<file path="config.mk">
export PLATFORM = sky130hd
export DESIGN_NAME = safety_output_restart_control
export DESIGN_NICKNAME = d
export VERILOG_FILES = /design/src/verilog/restart_ctrl_pkg.sv /design/src/verilog/safety_output_restart_control.sv
export SDC_FILE = /design/constraint.sdc
export NUM_CORES = 1
export LEC_CHECK = 0
export ABC_CLOCK_PERIOD_IN_PS = 7300
export BUFFER_PORTS_ARGS = -buffer_cell sky130_fd_sc_hd__clkbuf_2
export CAP_MARGIN = 5
export CORE_MARGIN = 4
export CORE_UTILIZATION = 55
export DETAILED_ROUTE_END_ITERATION = 7
export PLACE_DENSITY_LB_ADDON = 0.15
export REMOVE_ABC_BUFFERS = 1
export SYNTH_ARGS = -nofsm -noshare
export SYNTH_HDL_FRONTEND = slang
export SYNTH_SLANG_ARGS = --single-unit
</file>
<file path="constraint.sdc">
create_clock -name CLK -period 7.3 [get_ports CLK]
set_clock_uncertainty 0.05 [all_clocks]
set_input_delay 0.365 -clock CLK [delete_from_list [all_inputs] [get_ports CLK]]
set_output_delay 0.365 -clock CLK [all_outputs]
set_load 0.05 [all_outputs]
</file>
<file path="src/verilog/restart_ctrl_pkg.sv">
/*
 Constants, types and register map of the safety output and restart
 control block. Assumes one 50 MHz clock and inputs that are already
 synchronous to it.
*/
// Operation
// - two universal I/O points, default inactive
// - an input point serves exactly one function
// - an output point ORs its selected sources
// - interlock mode needs a reset input configured
// - standby holds outputs off and laser off; ignored in lock-out and feedback fault, laser stays on there
// - remote sends field status, 1 free, 0 infringed
// - non-evaluated field always reports 1
// - occupied field always switches outputs off
// - feedback checked after interruption, before restart
// - feedback fault without interlock locks out fully
// - feedback fault with interlock: off, LED, code
// - three restart modes selectable
// - no interlock: restart at once when clear
// - delay mode: 2 to 60 s clear first
// - interlock mode: stay off until reset
// - reset with clear field switches outputs on
// - reset required shown until reset arrives; here shown only while the field is clear
package restart_ctrl_pkg;

    localparam int CLK_NS      = 20;
    localparam int SEC_NS      = 1_000_000_000;
    localparam int SEC_CYCLES  = SEC_NS / CLK_NS;
    localparam int PRE_W       = 26;
    localparam int DELAY_MIN_S = 2;
    localparam int DELAY_MAX_S = 60;
    localparam logic [5:0] DELAY_RST = 6'h02;

    localparam int NIO    = 2;
    localparam int NSRC   = 5;
    localparam int NFIELD = 4;
    localparam int NEV    = 4;
    localparam logic [NFIELD-1:0] EVAL_RST = 4'hF;

    localparam logic [7:0] A_CFG    = 8'h00;
    localparam logic [7:0] A_SRC    = 8'h04;
    localparam logic [7:0] A_DELAY  = 8'h08;
    localparam logic [7:0] A_STAT   = 8'h0C;
    localparam logic [7:0] A_EVAL   = 8'h10;
    localparam logic [7:0] A_IRQ_ST = 8'h14;
    localparam logic [7:0] A_IRQ_CL = 8'h18;
    localparam logic [7:0] A_IRQ_EN = 8'h1C;

    localparam int CFG_W   = 12;
    localparam int SRC_POS = 8;

    localparam logic [1:0] IO_INACTIVE = 2'h0;
    localparam logic [1:0] IO_INPUT    = 2'h1;
    localparam logic [1:0] IO_OUTPUT   = 2'h2;
    localparam logic [1:0] FN_STANDBY  = 2'h0;
    localparam logic [1:0] FN_FEEDBACK = 2'h1;
    localparam logic [1:0] FN_RESET    = 2'h2;
    localparam logic [1:0] RM_NONE     = 2'h0;
    localparam logic [1:0] RM_DELAY    = 2'h1;
    localparam logic [1:0] RM_INTERLK  = 2'h2;

    localparam int SRC_DEV_ERR   = 0;
    localparam int SRC_CONT_ERR  = 1;
    localparam int SRC_CONT_WARN = 2;
    localparam int SRC_WARN2     = 3;
    localparam int SRC_RST_REQ   = 4;

    localparam int EV_INFRINGE = 0;
    localparam int EV_RST_REQ  = 1;
    localparam int EV_FEEDBACK = 2;
    localparam int EV_CFG_REJ  = 3;

    // display codes, values arbitrary
    localparam logic [7:0] ERR_NONE     = 8'h00;
    localparam logic [7:0] ERR_FB_LOCK  = 8'hE1;
    localparam logic [7:0] ERR_FB_FAULT = 8'hE2;

    typedef enum logic [2:0] {
        ST_OFF,
        ST_DELAY,
        ST_WAIT_RESET,
        ST_ON,
        ST_STANDBY,
        ST_LOCKOUT,
        ST_FB_FAULT
    } mode_e;

    // layout of the configuration register, msb first
    typedef struct packed {
        logic                  remote;
        logic                  fb_en;
        logic [1:0]            rmode;
        logic [NIO-1:0][1:0]   io_fn;
        logic [NIO-1:0][1:0]   io_mode;
    } cfg_s;

    typedef struct packed {
        mode_e                      st;
        cfg_s                       cfg;
        logic [NIO-1:0][NSRC-1:0]   src_sel;
        logic [5:0]                 dly_s;
        logic [NFIELD-1:0]          eval;
        logic [NEV-1:0]             irq_st;
        logic [NEV-1:0]             irq_en;
        logic [PRE_W-1:0]           pre;
        logic [5:0]                 sec;
        logic                       rst_prev;
        logic                       safety_switching_output;
        logic                       laser;
        logic                       led;
        logic                       rst_req;
        logic                       irq;
        logic [7:0]                 err;
        logic [NIO-1:0]             io_out;
        logic [NIO-1:0]             io_oe_n;
        logic [NFIELD-1:0]          link;
        logic [31:0]                rdata;
    } state_s;

endpackage

</file>
<file path="src/verilog/safety_output_restart_control.sv">
/*
 Safety switching output control: universal I/O points, standby,
 contactor feedback check with lock-out, three restart modes, field
 status for the serial safety link, register port and interrupt.
 Assumes all inputs synchronous to CLK, field evaluation done outside,
 and the pin wire resolved outside from IO_OUT and IO_OE_N.
*/
`timescale 1ns/100ps
module safety_output_restart_control
#(
    parameter int SEC_CYCLES = restart_ctrl_pkg::SEC_CYCLES
)
(
    input  wire logic        CLK,
    input  wire logic        SYS_RST,
    input  wire logic [7:0]  ADDR,
    input  wire logic [31:0] WDATA,
    input  wire logic        WR,
    input  wire logic        RD,
    output logic      [31:0] RDATA,
    input  wire logic        FIELD_CLEAR,
    input  wire logic [3:0]  FIELD_FREE,
    input  wire logic        DEVICE_ERROR,
    input  wire logic        CONTAM_ERROR,
    input  wire logic        CONTAM_WARN,
    input  wire logic        WARN_FIELD2,
    input  wire logic [1:0]  IO_IN,
    output logic      [1:0]  IO_OUT,
    output logic      [1:0]  IO_OE_N,
    output logic             SAFETY_SWITCHING_OUTPUT,
    output logic             LASER_EN,
    output logic             FEEDBACK_FAULT_LED,
    output logic      [7:0]  ERR_CODE,
    output logic             RESET_REQUIRED,
    output logic      [3:0]  LINK_FIELD_STATUS,
    output logic             IRQ
);

    typedef logic [restart_ctrl_pkg::PRE_W-1:0] pre_t;

    restart_ctrl_pkg::state_s r_reg;
    restart_ctrl_pkg::state_s r_next;

    // true when some point is an input serving function fn
    function automatic logic has_fn(
        input restart_ctrl_pkg::cfg_s c,
        input logic [1:0]             fn
    );
        logic hit;
        hit = 1'b0;
        for (int i = 0; i < restart_ctrl_pkg::NIO; i++)
        begin
            if (c.io_mode[i] == restart_ctrl_pkg::IO_INPUT &&
                c.io_fn[i] == fn)
            begin
                hit = 1'b1;
            end
        end
        return hit;
    endfunction

    always_comb
    begin
        logic                 standby_req;
        logic                 fb_released;
        logic                 rst_lvl;
        logic                 rst_press;
        logic                 fb_on;
        logic                 fb_ok;
        logic                 tick;
        logic                 go_on;
        logic [5:0]           sec_inc;
        logic [4:0]           srcs;
        logic [3:0]           ev;
        restart_ctrl_pkg::cfg_s cand;

        standby_req = 1'b0;
        fb_released = 1'b0;
        rst_lvl     = 1'b0;
        go_on       = 1'b0;
        rst_press   = 1'b0;
        fb_on       = 1'b0;
        fb_ok       = 1'b0;
        tick        = 1'b0;
        sec_inc     = 6'h00;
        srcs        = 5'h00;
        ev          = '0;
        cand        = restart_ctrl_pkg::cfg_s'(
                          WDATA[restart_ctrl_pkg::CFG_W-1:0]);
        r_next      = r_reg;

        // an input point feeds only its one configured function
        for (int i = 0; i < restart_ctrl_pkg::NIO; i++)
        begin
            if (r_reg.cfg.io_mode[i] == restart_ctrl_pkg::IO_INPUT)
            begin
                case (r_reg.cfg.io_fn[i])
                    restart_ctrl_pkg::FN_STANDBY:
                        standby_req = standby_req | IO_IN[i];
                    restart_ctrl_pkg::FN_FEEDBACK:
                        fb_released = fb_released | IO_IN[i];
                    restart_ctrl_pkg::FN_RESET:
                        rst_lvl = rst_lvl | IO_IN[i];
                    default:
                        rst_lvl = rst_lvl;
                endcase
            end
        end

        // operating the switch is the rising edge, not the level
        rst_press      = rst_lvl & ~r_reg.rst_prev;
        r_next.rst_prev = rst_lvl;

        // no feedback input means there is nothing to check
        fb_on = r_reg.cfg.fb_en &
                has_fn(r_reg.cfg, restart_ctrl_pkg::FN_FEEDBACK);
        fb_ok = ~fb_on | fb_released;

        tick = (r_reg.pre == pre_t'(SEC_CYCLES - 1));
        if (tick)
        begin
            r_next.pre = '0;
        end
        else
        begin
            r_next.pre = r_reg.pre + pre_t'(1);
        end
        sec_inc = r_reg.sec + 6'h01;

        case (r_reg.st)
            restart_ctrl_pkg::ST_STANDBY:
            begin
                if (!standby_req)
                begin
                    r_next.st = restart_ctrl_pkg::ST_OFF;
                end
            end
            restart_ctrl_pkg::ST_OFF:
            begin
                if (FIELD_CLEAR)
                begin
                    case (r_reg.cfg.rmode)
                        restart_ctrl_pkg::RM_NONE:
                            go_on = 1'b1;
                        restart_ctrl_pkg::RM_DELAY:
                        begin
                            r_next.st  = restart_ctrl_pkg::ST_DELAY;
                            r_next.pre = '0;
                            r_next.sec = '0;
                        end
                        restart_ctrl_pkg::RM_INTERLK:
                        begin
                            r_next.st = restart_ctrl_pkg::ST_WAIT_RESET;
                            ev[restart_ctrl_pkg::EV_RST_REQ] = 1'b1;
                        end
                        default:
                            r_next.st = restart_ctrl_pkg::ST_OFF;
                    endcase
                end
            end
            restart_ctrl_pkg::ST_DELAY:
            begin
                // any occupation restarts the whole delay
                if (!FIELD_CLEAR)
                begin
                    r_next.st = restart_ctrl_pkg::ST_OFF;
                end
                else if (tick)
                begin
                    r_next.sec = sec_inc;
                    if (sec_inc >= r_reg.dly_s)
                    begin
                        go_on = 1'b1;
                    end
                end
            end
            restart_ctrl_pkg::ST_WAIT_RESET:
            begin
                if (!FIELD_CLEAR)
                begin
                    r_next.st = restart_ctrl_pkg::ST_OFF;
                end
                else if (rst_press)
                begin
                    go_on = 1'b1;
                end
            end
            restart_ctrl_pkg::ST_ON:
            begin
                if (!FIELD_CLEAR)
                begin
                    r_next.st = restart_ctrl_pkg::ST_OFF;
                    ev[restart_ctrl_pkg::EV_INFRINGE] = 1'b1;
                end
            end
            restart_ctrl_pkg::ST_FB_FAULT:
            begin
                // retry only with clear field and released contactors
                if (rst_press && FIELD_CLEAR && fb_ok)
                begin
                    r_next.st = restart_ctrl_pkg::ST_ON;
                end
            end
            restart_ctrl_pkg::ST_LOCKOUT:
            begin
                // left only by a system reset
                r_next.st = restart_ctrl_pkg::ST_LOCKOUT;
            end
            default:
                r_next.st = restart_ctrl_pkg::ST_OFF;
        endcase

        // contactors must be released before every restart
        if (go_on)
        begin
            if (fb_ok)
            begin
                r_next.st = restart_ctrl_pkg::ST_ON;
            end
            else
            begin
                ev[restart_ctrl_pkg::EV_FEEDBACK] = 1'b1;
                if (r_reg.cfg.rmode == restart_ctrl_pkg::RM_INTERLK)
                begin
                    r_next.st = restart_ctrl_pkg::ST_FB_FAULT;
                end
                else
                begin
                    r_next.st = restart_ctrl_pkg::ST_LOCKOUT;
                end
            end
        end

        if (standby_req &&
            r_next.st != restart_ctrl_pkg::ST_LOCKOUT &&
            r_next.st != restart_ctrl_pkg::ST_FB_FAULT)
        begin
            r_next.st = restart_ctrl_pkg::ST_STANDBY;
        end

        // register writes
        if (WR)
        begin
            case (ADDR)
                restart_ctrl_pkg::A_CFG:
                begin
                    // whole write refused on an illegal combination
                    if (cand.rmode == restart_ctrl_pkg::RM_NONE ||
                        cand.rmode == restart_ctrl_pkg::RM_DELAY ||
                        (cand.rmode == restart_ctrl_pkg::RM_INTERLK &&
                         has_fn(cand, restart_ctrl_pkg::FN_RESET)))
                    begin
                        r_next.cfg = cand;
                    end
                    else
                    begin
                        ev[restart_ctrl_pkg::EV_CFG_REJ] = 1'b1;
                    end
                end
                restart_ctrl_pkg::A_SRC:
                begin
                    r_next.src_sel[0] = WDATA[4:0];
                    r_next.src_sel[1] = WDATA[12:8];
                end
                restart_ctrl_pkg::A_DELAY:
                begin
                    if (WDATA < 32'(restart_ctrl_pkg::DELAY_MIN_S))
                    begin
                        r_next.dly_s = 6'(restart_ctrl_pkg::DELAY_MIN_S);
                    end
                    else if (WDATA > 32'(restart_ctrl_pkg::DELAY_MAX_S))
                    begin
                        r_next.dly_s = 6'(restart_ctrl_pkg::DELAY_MAX_S);
                    end
                    else
                    begin
                        r_next.dly_s = WDATA[5:0];
                    end
                end
                restart_ctrl_pkg::A_EVAL:
                    r_next.eval = WDATA[3:0];
                restart_ctrl_pkg::A_IRQ_CL:
                    r_next.irq_st = r_reg.irq_st & ~WDATA[3:0];
                restart_ctrl_pkg::A_IRQ_EN:
                    r_next.irq_en = WDATA[3:0];
                default:
                    r_next.irq_en = r_reg.irq_en;
            endcase
        end

        // a new event wins over a clear in the same cycle
        r_next.irq_st = r_next.irq_st | ev;
        r_next.irq    = |(r_next.irq_st & r_next.irq_en);

        r_next.safety_switching_output    = (r_next.st == restart_ctrl_pkg::ST_ON);
        r_next.laser   = (r_next.st != restart_ctrl_pkg::ST_STANDBY);
        r_next.led     = (r_next.st == restart_ctrl_pkg::ST_FB_FAULT);
        r_next.rst_req = (r_next.st ==
                          restart_ctrl_pkg::ST_WAIT_RESET);
        case (r_next.st)
            restart_ctrl_pkg::ST_LOCKOUT:
                r_next.err = restart_ctrl_pkg::ERR_FB_LOCK;
            restart_ctrl_pkg::ST_FB_FAULT:
                r_next.err = restart_ctrl_pkg::ERR_FB_FAULT;
            default:
                r_next.err = restart_ctrl_pkg::ERR_NONE;
        endcase

        srcs = '0;
        srcs[restart_ctrl_pkg::SRC_DEV_ERR]   = DEVICE_ERROR;
        srcs[restart_ctrl_pkg::SRC_CONT_ERR]  = CONTAM_ERROR;
        srcs[restart_ctrl_pkg::SRC_CONT_WARN] = CONTAM_WARN;
        srcs[restart_ctrl_pkg::SRC_WARN2]     = WARN_FIELD2;
        srcs[restart_ctrl_pkg::SRC_RST_REQ]   = r_reg.rst_req;
        for (int i = 0; i < restart_ctrl_pkg::NIO; i++)
        begin
            if (r_reg.cfg.io_mode[i] == restart_ctrl_pkg::IO_OUTPUT)
            begin
                r_next.io_out[i]  = |(r_reg.src_sel[i] & srcs);
                r_next.io_oe_n[i] = 1'b0;
            end
            else
            begin
                r_next.io_out[i]  = 1'b0;
                r_next.io_oe_n[i] = 1'b1;
            end
        end

        // standard variant keeps the link idle at all ones
        if (r_reg.cfg.remote)
        begin
            r_next.link = ~r_reg.eval | FIELD_FREE;
        end
        else
        begin
            r_next.link = '1;
        end

        r_next.rdata = '0;
        if (RD)
        begin
            case (ADDR)
                restart_ctrl_pkg::A_CFG:
                    r_next.rdata = 32'(r_reg.cfg);
                restart_ctrl_pkg::A_SRC:
                    r_next.rdata = {19'h0, r_reg.src_sel[1],
                                    3'h0, r_reg.src_sel[0]};
                restart_ctrl_pkg::A_DELAY:
                    r_next.rdata = {26'h0, r_reg.dly_s};
                restart_ctrl_pkg::A_STAT:
                    r_next.rdata = {25'h0, r_reg.st, r_reg.rst_req,
                                    r_reg.led, r_reg.laser, r_reg.safety_switching_output};
                restart_ctrl_pkg::A_EVAL:
                    r_next.rdata = {28'h0, r_reg.eval};
                restart_ctrl_pkg::A_IRQ_ST:
                    r_next.rdata = {28'h0, r_reg.irq_st};
                restart_ctrl_pkg::A_IRQ_EN:
                    r_next.rdata = {28'h0, r_reg.irq_en};
                default:
                    r_next.rdata = '0;
            endcase
        end
    end

    always_ff @(posedge CLK or posedge SYS_RST)
    begin
        if (SYS_RST)
        begin
            r_reg         <= '0;
            r_reg.dly_s   <= restart_ctrl_pkg::DELAY_RST;
            r_reg.eval    <= restart_ctrl_pkg::EVAL_RST;
            r_reg.laser   <= 1'b1;
            r_reg.io_oe_n <= 2'h3;
            r_reg.link    <= 4'hF;
        end
        else
        begin
            r_reg <= r_next;
        end
    end

    assign RDATA                   = r_reg.rdata;
    assign IO_OUT                  = r_reg.io_out;
    assign IO_OE_N                 = r_reg.io_oe_n;
    assign SAFETY_SWITCHING_OUTPUT = r_reg.safety_switching_output;
    assign LASER_EN                = r_reg.laser;
    assign FEEDBACK_FAULT_LED      = r_reg.led;
    assign ERR_CODE                = r_reg.err;
    assign RESET_REQUIRED          = r_reg.rst_req;
    assign LINK_FIELD_STATUS       = r_reg.link;
    assign IRQ                     = r_reg.irq;

endmodule

</file>
==> results.ini, run 1 <==
[power]
power.total_mw = 1.26
seqPwrFrac = 0.547
p_leak_nw = 2.84
power_switching_mw = 0.415
clkPwrFrac = 0.260
netSwitchingFraction = 0.330
power_density_nw_per_um2 = 209
ir_drop_v = 0.000120
combPwrFrac = 0.193
p_int_mw = 0.843

[floorplanning]
dieArea_um2 = 11800
start_util = 0.568
fp-row-count = 36
design.core.area_um2 = 9820
die_h_um = 109
die_w_um = 109
boundaryPins = 108

[cts]
root_buffer = clkbuf_8
htree_levels = 3
cts_tree = built
clock_latency_ps = 370
cts_resized = 0
postCtsHoldBufs = 0
cts.sinks = 105
numCtsBuffers = 9
clk_pin_slew_ps = 100
post-cts-setup-buffers = 0
clk_path_buf_depth = 2

[sta]
relSlewSlack = 0.222
min_period_over_period = 0.424
finalSetupViolCount = 0
min_period_ps = 3090
max_freq_mhz = 323
hold_violations = 4
tightest_slew_ps = 1160
fin_setup_tns_ps = 0
rsz0062_at_grt = no
whs_ps = -6.26
drv_slew = 0

[setup_path]
critPathSlowestCell = or4_1
r2r_slack_ps = 4210
rr_worst_depth = 6
path_common_cell = or4_1
endpoint_kind = flop
required_ps = 7510
criticalPathCategory = flop to flop
cp-start-kind = flop
path_max_fanout = 10
cpPeakStageDelay_ps = 740
worstPathArrival_ps = 3300
reg2reg_to = r_reg[126]
path_cells = or4_1 > or4_1 > or4_1 > a311o_4 > a221oi_2 > a31oi_1
worstReg2RegStart = r_reg[71]

[placed_design]
gp_congestion = 0.890
io_buffers = 85
hpwl_um = 10300

[final_layout]
largest_register_ff_count = 76
fillerInstances = 852
nets = 668
layout-drive-gt1-share = 0.262
area_growth_syn_to_layout_pct = 8.17
antenna_cells = 0

[drt]
num_vias = 4361
drt_wl_total_um = 13600
drt_iter0_drc = 282
vias_per_cell = 5.87
drc_errors = 0
first_pass_iters = 5
antenna_left = 0
routedWlPerCell_um = 18.3

[logic_synthesis]
synthesis.area_um2 = 5580
yosys-top-cells-count = dfrtp_1 (93), nor2_1 (51), buf_4 (48)
synth_async_sr_flop_share = 1.00
synth-edff-count = 0
synth_top_area_share = 0.417
ys_types = 61
synth_top_area_cell = dfrtp_1
synth_area_leaders = dfrtp_1 (42%), buf_4 (6.5%), dfstp_2 (5.7%)
yosysSeqAreaShare = 0.474
synth.avg_cell_area_um2 = 10.2
yosysMostFrequentCell = dfrtp_1
ys_warn_count = 0
synth-main-ff-cell = dfrtp_1
synth-seq-cells = 105
synthCells = 548

[global_route]
antenna_found_initial = 0
gr-usage-all-layers = 0.244
grt_pass1_vias = 4280
grt_max_degree = 60
grt_pass1_wl_um = 22200
grt_overflow_total = 0

[status]
violations = hold timing
status = complete, but fails checks

[run]
maxCapViolCount = 0

[min_path]
hp-class = input port to async pin

## stage by stage
step	utilization	worst slack [ps]	hold WS (ps)	std cells	cell area [µm²]
after floorplan	-	4110	398	505	5230
after global placement	0.597	4260	410	727	5860
after detailed placement	0.597	4210	411	727	5860
after CTS	0.614	4220	16.0	743	6030
after global routing	0.614	4130	34.9	743	6030
final	0.614	4210	-6.26	743	6030
## final cells by class
cell class                      instances  area, µm²  share of cell area
Sequential cell                       105       2640               0.438
Multi-Input combinational cell        379       2510               0.417
Timing Repair Buffer                   89        455              0.0755
Tap cell                              133        166              0.0276
Clock buffer                           12        145              0.0241
Inverter                               21       81.3              0.0135
Clock inverter                          4       28.8             0.00477
## power groups by stage
stage | Clock (mW) | Sequential [mW] | Combinational (mW)
CTS | 0.334 | 0.686 | 0.242
floorplan | 0 | 0.706 | 0.150
global placement | 0 | 0.695 | 0.234
finish | 0.327 | 0.689 | 0.242
global route | 0.362 | 0.694 | 0.266
detailed placement | 0 | 0.696 | 0.242
## worst max-delay path by stage
stage	slack, ps	startpoint	end	cells after the start
floorplan	4110	ADDR[1]	r_reg[114]	5
global placement	4260	r_reg[71]	r_reg[126]	6
detailed placement	4210	r_reg[71]	r_reg[126]	6
CTS	4220	r_reg[71]	r_reg[126]	6
global route	4130	r_reg[70]	r_reg[126]	6
finish	4210	r_reg[71]	r_reg[126]	6
## cells by family after synthesis
| kind of cell | synth area share |
|---|---|
| flip-flops | 0.474 |
| adder cells (fa/ha/maj) | 0.0180 |
| AND/OR/NAND/NOR | 0.196 |
| other | 0.000672 |
| buffers and inverters | 0.0909 |
| XOR/XNOR | 0.0424 |
| AO/OA/AOI/OAI | 0.122 |
| multiplexers | 0.0565 |
## per-layer routing
layer | up-vias | GRT usage | wire length [µm]
met3 | 15 | 0.0308 | 909
met1 | 2168 | 0.370 | 6390
met4 | 0 | 0.0703 | 164
li1 | 2025 | - | -
met2 | 153 | 0.369 | 6160
met5 | - | 0 | 0
## placed cells by master, fill, tap and decap left out, types with 12 or more instances in the layout
master	n
clkbuf_2	85
nand3_1	22
nor3_1	16
a22oi_1	19
xnor2_1	18
o21ai_0	13
inv_1	19
nor2_1	51
dfstp_2	12
mux2_2	28
nand2_1	40
conb_1	22
dfrtp_1	93
## worst max-delay path, delay by kind of cell (launching register included)
family	cells	cell delay, ps
DFF	1	430
AOI/OAI and AO/OA	3	760
and+or+nand+nor	3	1760
No activity file was read; power rests on OpenSTA's default activity.
==> inputs of run 2 (changes only) <==
- ABC_CLOCK_PERIOD_IN_PS: 7300 -> 3050
- clock period: 7.3 -> 3.05 ns (I/O delays scaled with it)
==> run 2 against run 1 <==
  * The flow now finishes without violations
  * Setup slack got worse by 4000 ps
  * Non-clock buffer count grew 17
  * Register-to-register slack got worse by 4000 ps
  * Sequential share of layout area fell by 1.2 points
  * Sequential cell count is the same
  * Fmax up 8.0%
  * Global-route usage is 0.23 points higher
  * Utilization is 1.7 points higher
  * Via count is 1.0% higher
  * First-iteration DRC count up 23%
==> results.ini, run 2 (synthesized netlist as in run 1, its figures left out) <==
[power]
combPwrFrac = 0.193  ; about the same
power_switching_mw = 1.00  ; +140%
seqPwrFrac = 0.527  ; -0.020
netSwitchingFraction = 0.322  ; -0.00819
p_int_mw = 2.12  ; +150%
p_leak_nw = 2.94  ; +3.6%
ir_drop_v = 0.000302  ; +150%
clkPwrFrac = 0.280  ; +0.020
power_density_nw_per_um2 = 503  ; +140%

[setup_path]
worstReg2RegStart = r_reg[71]
worstPathArrival_ps = 3070  ; -230 ps
rr_worst_depth = 6  ; unchanged
reg2reg_to = r_reg[126]
path_max_fanout = 4  ; -6
endpoint_kind = flop
r2r_slack_ps = 190  ; -4020 ps
criticalPathCategory = flop to flop
cp-start-kind = flop
required_ps = 3250  ; -4260 ps

[floorplanning]
design.core.area_um2 = 9820  ; unchanged
fp-row-count = 36  ; unchanged
die_h_um = 109  ; unchanged
start_util = 0.568  ; unchanged
dieArea_um2 = 11800  ; unchanged
boundaryPins = 108  ; unchanged
die_w_um = 109  ; unchanged

[drt]
first_pass_iters = 5  ; unchanged
drc_errors = 0  ; unchanged
drt_wl_total_um = 13900  ; +2.0%
routedWlPerCell_um = 18.3  ; -0.31%
drt_iter0_drc = 346  ; +23%
antenna_left = 0  ; unchanged
vias_per_cell = 5.80  ; -1.3%
num_vias = 4405  ; +1.0%

[global_route]
grt_pass1_vias = 4265  ; -0.35%
gr-usage-all-layers = 0.246  ; +0.00229
grt_pass1_wl_um = 22200  ; about the same
grt_max_degree = 74  ; +23%
grt_overflow_total = 0  ; unchanged
antenna_found_initial = 0  ; unchanged

[sta]
fin_setup_tns_ps = 0  ; unchanged
tightest_slew_ps = 887  ; -270 ps
max_freq_mhz = 349  ; +8.0%
min_period_ps = 2860  ; -230 ps
rsz0062_at_grt = no
relSlewSlack = 0.408  ; +0.187
drv_slew = 0  ; unchanged
min_period_over_period = 0.939  ; +0.515
finalSetupViolCount = 0  ; unchanged
hold_violations = 0  ; -4

[placed_design]
hpwl_um = 10500  ; +1.9%
io_buffers = 85  ; unchanged
gp_congestion = 0.894  ; +0.52%

[final_layout]
multi_input_area_um2 = 2520  ; +0.15%
final_cell_mix = dfrtp_1 (93), clkbuf_2 (85), nor2_1 (51)
fillerInstances = 848  ; -0.47%
area_growth_syn_to_layout_pct = 11.2
antenna_cells = 0  ; unchanged
finalCoreUtilization = 0.632  ; +0.0173
layout-drive-gt1-share = 0.274  ; +0.0120
seqCellArea_um2 = 2640  ; unchanged
nets = 685  ; +2.5%
largest_register_ff_count = 76  ; unchanged
final_common_cell = dfrtp_1

[cts]
cts.sinks = 105  ; unchanged
htree_levels = 3  ; unchanged
clock_latency_ps = 360  ; about the same
numCtsBuffers = 9  ; unchanged
root_buffer = clkbuf_8
clk_path_buf_depth = 2  ; unchanged
clk_pin_slew_ps = 100  ; about the same
cts_tree = built

[min_path]
hp-class = input port to flop
min_to = RDATA[12]
worstHoldStart = RD
whs_path_depth = 2

[status]
status = finished clean

[run]
maxCapViolCount = 0  ; unchanged

[run 2: layout make-up]
type,count,share of cell area
clock inverters,4,0.00847
flip-flops and latches,105,0.426
well taps,133,0.0268
repair buffers,106,0.0964
multi-input cells,379,0.406
inverters,21,0.0131
clock buffers,12,0.0234
[run 2: how the worst max path moves through the flow]
stage,startpoint,endpoint,slack [ps],depth (start not counted)
after floorplan,ADDR[1],r_reg[114],70,5
after global placement,r_reg[71],r_reg[126],130,6
after detailed placement,r_reg[71],r_reg[126],90,6
after CTS,r_reg[71],r_reg[126],80,6
after global routing,r_reg[71],r_reg[127],80,6
final,r_reg[71],r_reg[126],190,6
[run 2: power by group through the flow]
stage | clock network [mW] | registers, mW | logic (mW)
finish | 0.873 | 1.65 | 0.603
global route | 0.952 | 1.66 | 0.664
CTS | 0.894 | 1.64 | 0.605
detailed placement | 0 | 1.67 | 0.592
global placement | 0 | 1.66 | 0.571
floorplan | 0 | 1.69 | 0.358
[run 2: per-layer routing]
| layer | vias up | part of all wire | track usage |
|---|---|---|---|
| met1 | 2145 | 0.47 | 0.374 |
| li1 | 2056 | - | - |
| met3 | 17 | 0.072 | 0.0332 |
| met2 | 187 | 0.45 | 0.372 |
| met5 | - | 0 | 0 |
| met4 | 0 | 0.011 | 0.0694 |
[run 2: worst max-delay path, stage by stage, from the launching register on]
cell and delay, ps:
dfrtp_1 380, or4_1 510, or4_1 510, or4_4 600
a311o_4 360, a221oi_2 270, a31oi_1 60
[run 2: what timing repair did]
item / in CTS / in global routing
endpoints found under the setup margin: 0 / 1
resized for setup: 0 / 1
setup buffers: 0 / 0
hold buffers: 6 / 0
hold endpoints to repair: 71 / 0
[run 2: stage by stage]
stage               instance area, µm²  hold WS [ps]  cells  power, mW  setup slack (ps)
CTS                               6200          2.96    760       3.14              84.1
finish                            6200          10.5    760       3.12               186
global placement                  5940           309    738       2.23               133
floorplan                         5230           207    505       2.05              71.0
global route                      6200          4.33    760       3.28              79.3
detailed placement                5940           298    738       2.26              92.9
==> inputs of run 3 (changes only) <==
- ABC_AREA: default -> 1
- ABC_CLOCK_PERIOD_IN_PS: 3050 -> 2800
- clock period: 3.05 -> 2.8 ns (I/O delays scaled with it)
==> run 3 against run 2 <==
  * Wire length decreased by 2.8%
  * Die area increased by 3.3%
  * Utilization decreased by 0.62 points
  * Synthesized cell count increased by 30%
  * Power increased by 13%
  * First-iteration DRC count decreased by 11%
  * Final cell count increased by 23%
  * Combinational power increased by 14%
  * Global-route usage decreased by 2.1 points
==> results.ini, run 3 <==
[cts]
htree_levels = 3  ; unchanged
cts.sinks = 105  ; unchanged
cts_tree = built
numCtsBuffers = 9  ; unchanged
clk_pin_slew_ps = 100  ; about the same
clock_latency_ps = 370  ; about the same
cts_resized = 0  ; unchanged
root_buffer = clkbuf_8
clk_path_buf_depth = 2  ; unchanged

[setup_path]
cp.buffers_inverters = 1  ; +1
worstPathArrival_ps = 2730  ; -340 ps
cpPeakStageDelay_ps = 430  ; -170 ps
endpoint_kind = flop
path_cells = ha_1 > nand3_1 > xor2_1 > inv_1 > ha_1 > nand2_1 > nor2_1 > nand2_1 > a21oi_1 > nand2_1 > nand2_2 > nand3_1 > nand2_2 > nor2_1 > nand2_1 > nor2_1
cp-start-kind = flop
cp_top_family = simple AND/OR/NAND/NOR gates
path_max_fanout = 4  ; unchanged
required_ps = 3020  ; -230 ps
criticalPathCategory = flop to flop
critPathSlowestCell = dfrtp_1
path_common_cell = nand2_1

[global_route]
grt_max_degree = 76  ; +2.7%
grt_pass1_vias = 4795  ; +12%
grt_pass1_wl_um = 22800  ; +2.5%
gr-usage-all-layers = 0.226  ; -0.0208
antenna_found_initial = 0  ; unchanged
grt_overflow_total = 0  ; unchanged

[sta]
whs_ps = 21.4  ; +10.9 ps
drv_slew = 0  ; unchanged
relSlewSlack = 0.389  ; -0.0195
max_freq_mhz = 398  ; +14%
min_period_over_period = 0.897  ; -0.0419
min_period_ps = 2510  ; -352 ps
rsz0062_at_grt = no
tightest_slew_ps = 917  ; +29.3 ps
finalSetupViolCount = 0  ; unchanged
hold_violations = 0  ; unchanged

[logic_synthesis]
synth-seq-cells = 105  ; unchanged
synth_top_area_cell = dfrtp_1
synth.avg_cell_area_um2 = 8.12  ; -20%
synth-edff-count = 0  ; unchanged
yosys-top-cells-count = nand2_1 (144), dfrtp_1 (93), inv_1 (90)
synth_top_area_share = 0.403  ; -0.0144
ys_types = 46  ; -25%
synth-main-ff-cell = dfrtp_1
yosysSeqAreaShare = 0.458  ; -0.0163
synth_async_sr_flop_share = 1.00  ; unchanged
synth_area_leaders = dfrtp_1 (40%), nand2_1 (9.4%), buf_4 (6.5%)
synthesis.area_um2 = 5780  ; +3.6%
synthCells = 711  ; +30%
yosysMostFrequentCell = nand2_1
ys_warn_count = 0  ; unchanged

[drt]
routedWlPerCell_um = 14.5  ; -21%
drt_wl_total_um = 13500  ; -2.8%
first_pass_iters = 5  ; unchanged
drt_iter0_drc = 307  ; -11%
drc_errors = 0  ; unchanged
antenna_left = 0  ; unchanged
vias_per_cell = 5.20  ; -10%
num_vias = 4837  ; +9.8%

[final_layout]
antenna_cells = 0  ; unchanged
largest_register_ff_count = 76  ; unchanged
area_growth_syn_to_layout_pct = 11.3  ; about the same
layout-drive-gt1-share = 0.205  ; -0.0693
final_cell_mix = nand2_1 (144), dfrtp_1 (93), inv_1 (89)
finalInstanceArea_um2 = 6430  ; +3.6%
final_common_cell = nand2_1
nets = 853  ; +25%
finalCoreUtilization = 0.625  ; -0.00623

[power]
power_density_nw_per_um2 = 550  ; +9.2%
p_leak_nw = 3.23  ; +9.7%
ir_drop_v = 0.000308  ; +1.8%
seqPwrFrac = 0.530  ; +0.003
combPwrFrac = 0.195  ; +0.002
p_int_mw = 2.36  ; +11%
power_switching_mw = 1.17  ; +17%
power.total_mw = 3.53  ; +13%
clkPwrFrac = 0.276  ; -0.004
netSwitchingFraction = 0.332  ; +0.0108

[floorplanning]
dieArea_um2 = 12200  ; +3.3%
fp-row-count = 37  ; +2.8%
die_h_um = 110  ; +1.6%
design.core.area_um2 = 10300  ; +4.7%
start_util = 0.562  ; -0.00595
boundaryPins = 108  ; unchanged
die_w_um = 110  ; +1.6%

[placed_design]
gp_congestion = 0.908  ; +1.5%
placed_cell_area_um2 = 6070  ; +2.2%
hpwl_um = 10200  ; -2.3%
io_buffers = 85  ; unchanged

[status]
status = finished clean

[run]
maxCapViolCount = 0  ; unchanged

[min_path]
hp-class = input port to flop

## run 3: what timing repair did
action | 4_1_cts | 5_1_grt
hold buffers | 15 | 0
endpoints found under the hold margin | 77 | 0
buffers inserted | 0 | 0
## run 3: power by group through the flow
stage / registers [mW] / logic (mW) / clock network [mW]
after floorplan: 1.87 / 0.492 / 0
after global placement: 1.89 / 0.647 / 0
after detailed placement: 1.90 / 0.665 / 0
after CTS: 1.87 / 0.686 / 1.00
after global routing: 1.90 / 0.786 / 1.06
final: 1.87 / 0.687 / 0.974
## run 3: routing by layer
layer / track usage / part of all wire / up-vias
li1: - / - / 2401
met3: 0.0373 / 0.055 / 29
met2: 0.349 / 0.46 / 152
met5: 0 / 0 / -
met4: 0.0829 / 0.019 / 0
met1: 0.320 / 0.47 / 2255
## run 3: worst min-delay path: stages
cell,delay [ps]
clkbuf_2,140
nand2_1,60
o21ai_0,70
## run 3: cell families (layout without fill, tap and decap cells)
kind of cell	Yosys count	in the layout	synth area share
other cells	1	22	0.000649
compound gates	100	100	0.100
xor+xnor	12	12	0.0182
flops	105	105	0.458
mux	3	3	0.00585
fa+ha+maj	8	8	0.0173
simple gates	328	328	0.267
buf+inv	154	217	0.133
## run 3: layout make-up
type / instances / area [µm²]
clock inverter: 6 / 66.3
tap: 136 / 170
clock buffer: 10 / 138
inverter: 98 / 370
fill: 927 / 3850
multi-input combinational: 473 / 2440
timing repair buffer: 103 / 598
sequential: 105 / 2640
## run 3: final timing paths
kind | start | endpoint | slack (ps) | depth (start not counted)
max | r_reg[54] | RESET_REQUIRED | 290 | 16
max reg2reg | r_reg[54] | RESET_REQUIRED | 290 | 16
min reg2reg | r_reg[94] | LINK_FIELD_STATUS[0] | 420 | 1
min in group asynchronous | SYS_RST | RDATA[3] | 440 | 3
max in group asynchronous | SYS_RST | r_reg[64] | 1460 | 4
min | WDATA[0] | r_reg[114] | 20 | 3
## run 3: metrics by stage
step	cells	setup WS (ps)	setup TNS (ps)
6_report	931	288	0
5_1_grt	931	16.9	0
4_1_cts	931	281	0
3_5_place_dp	900	312	0
3_3_place_gp	900	393	0
2_1_floorplan	676	-131	-12150
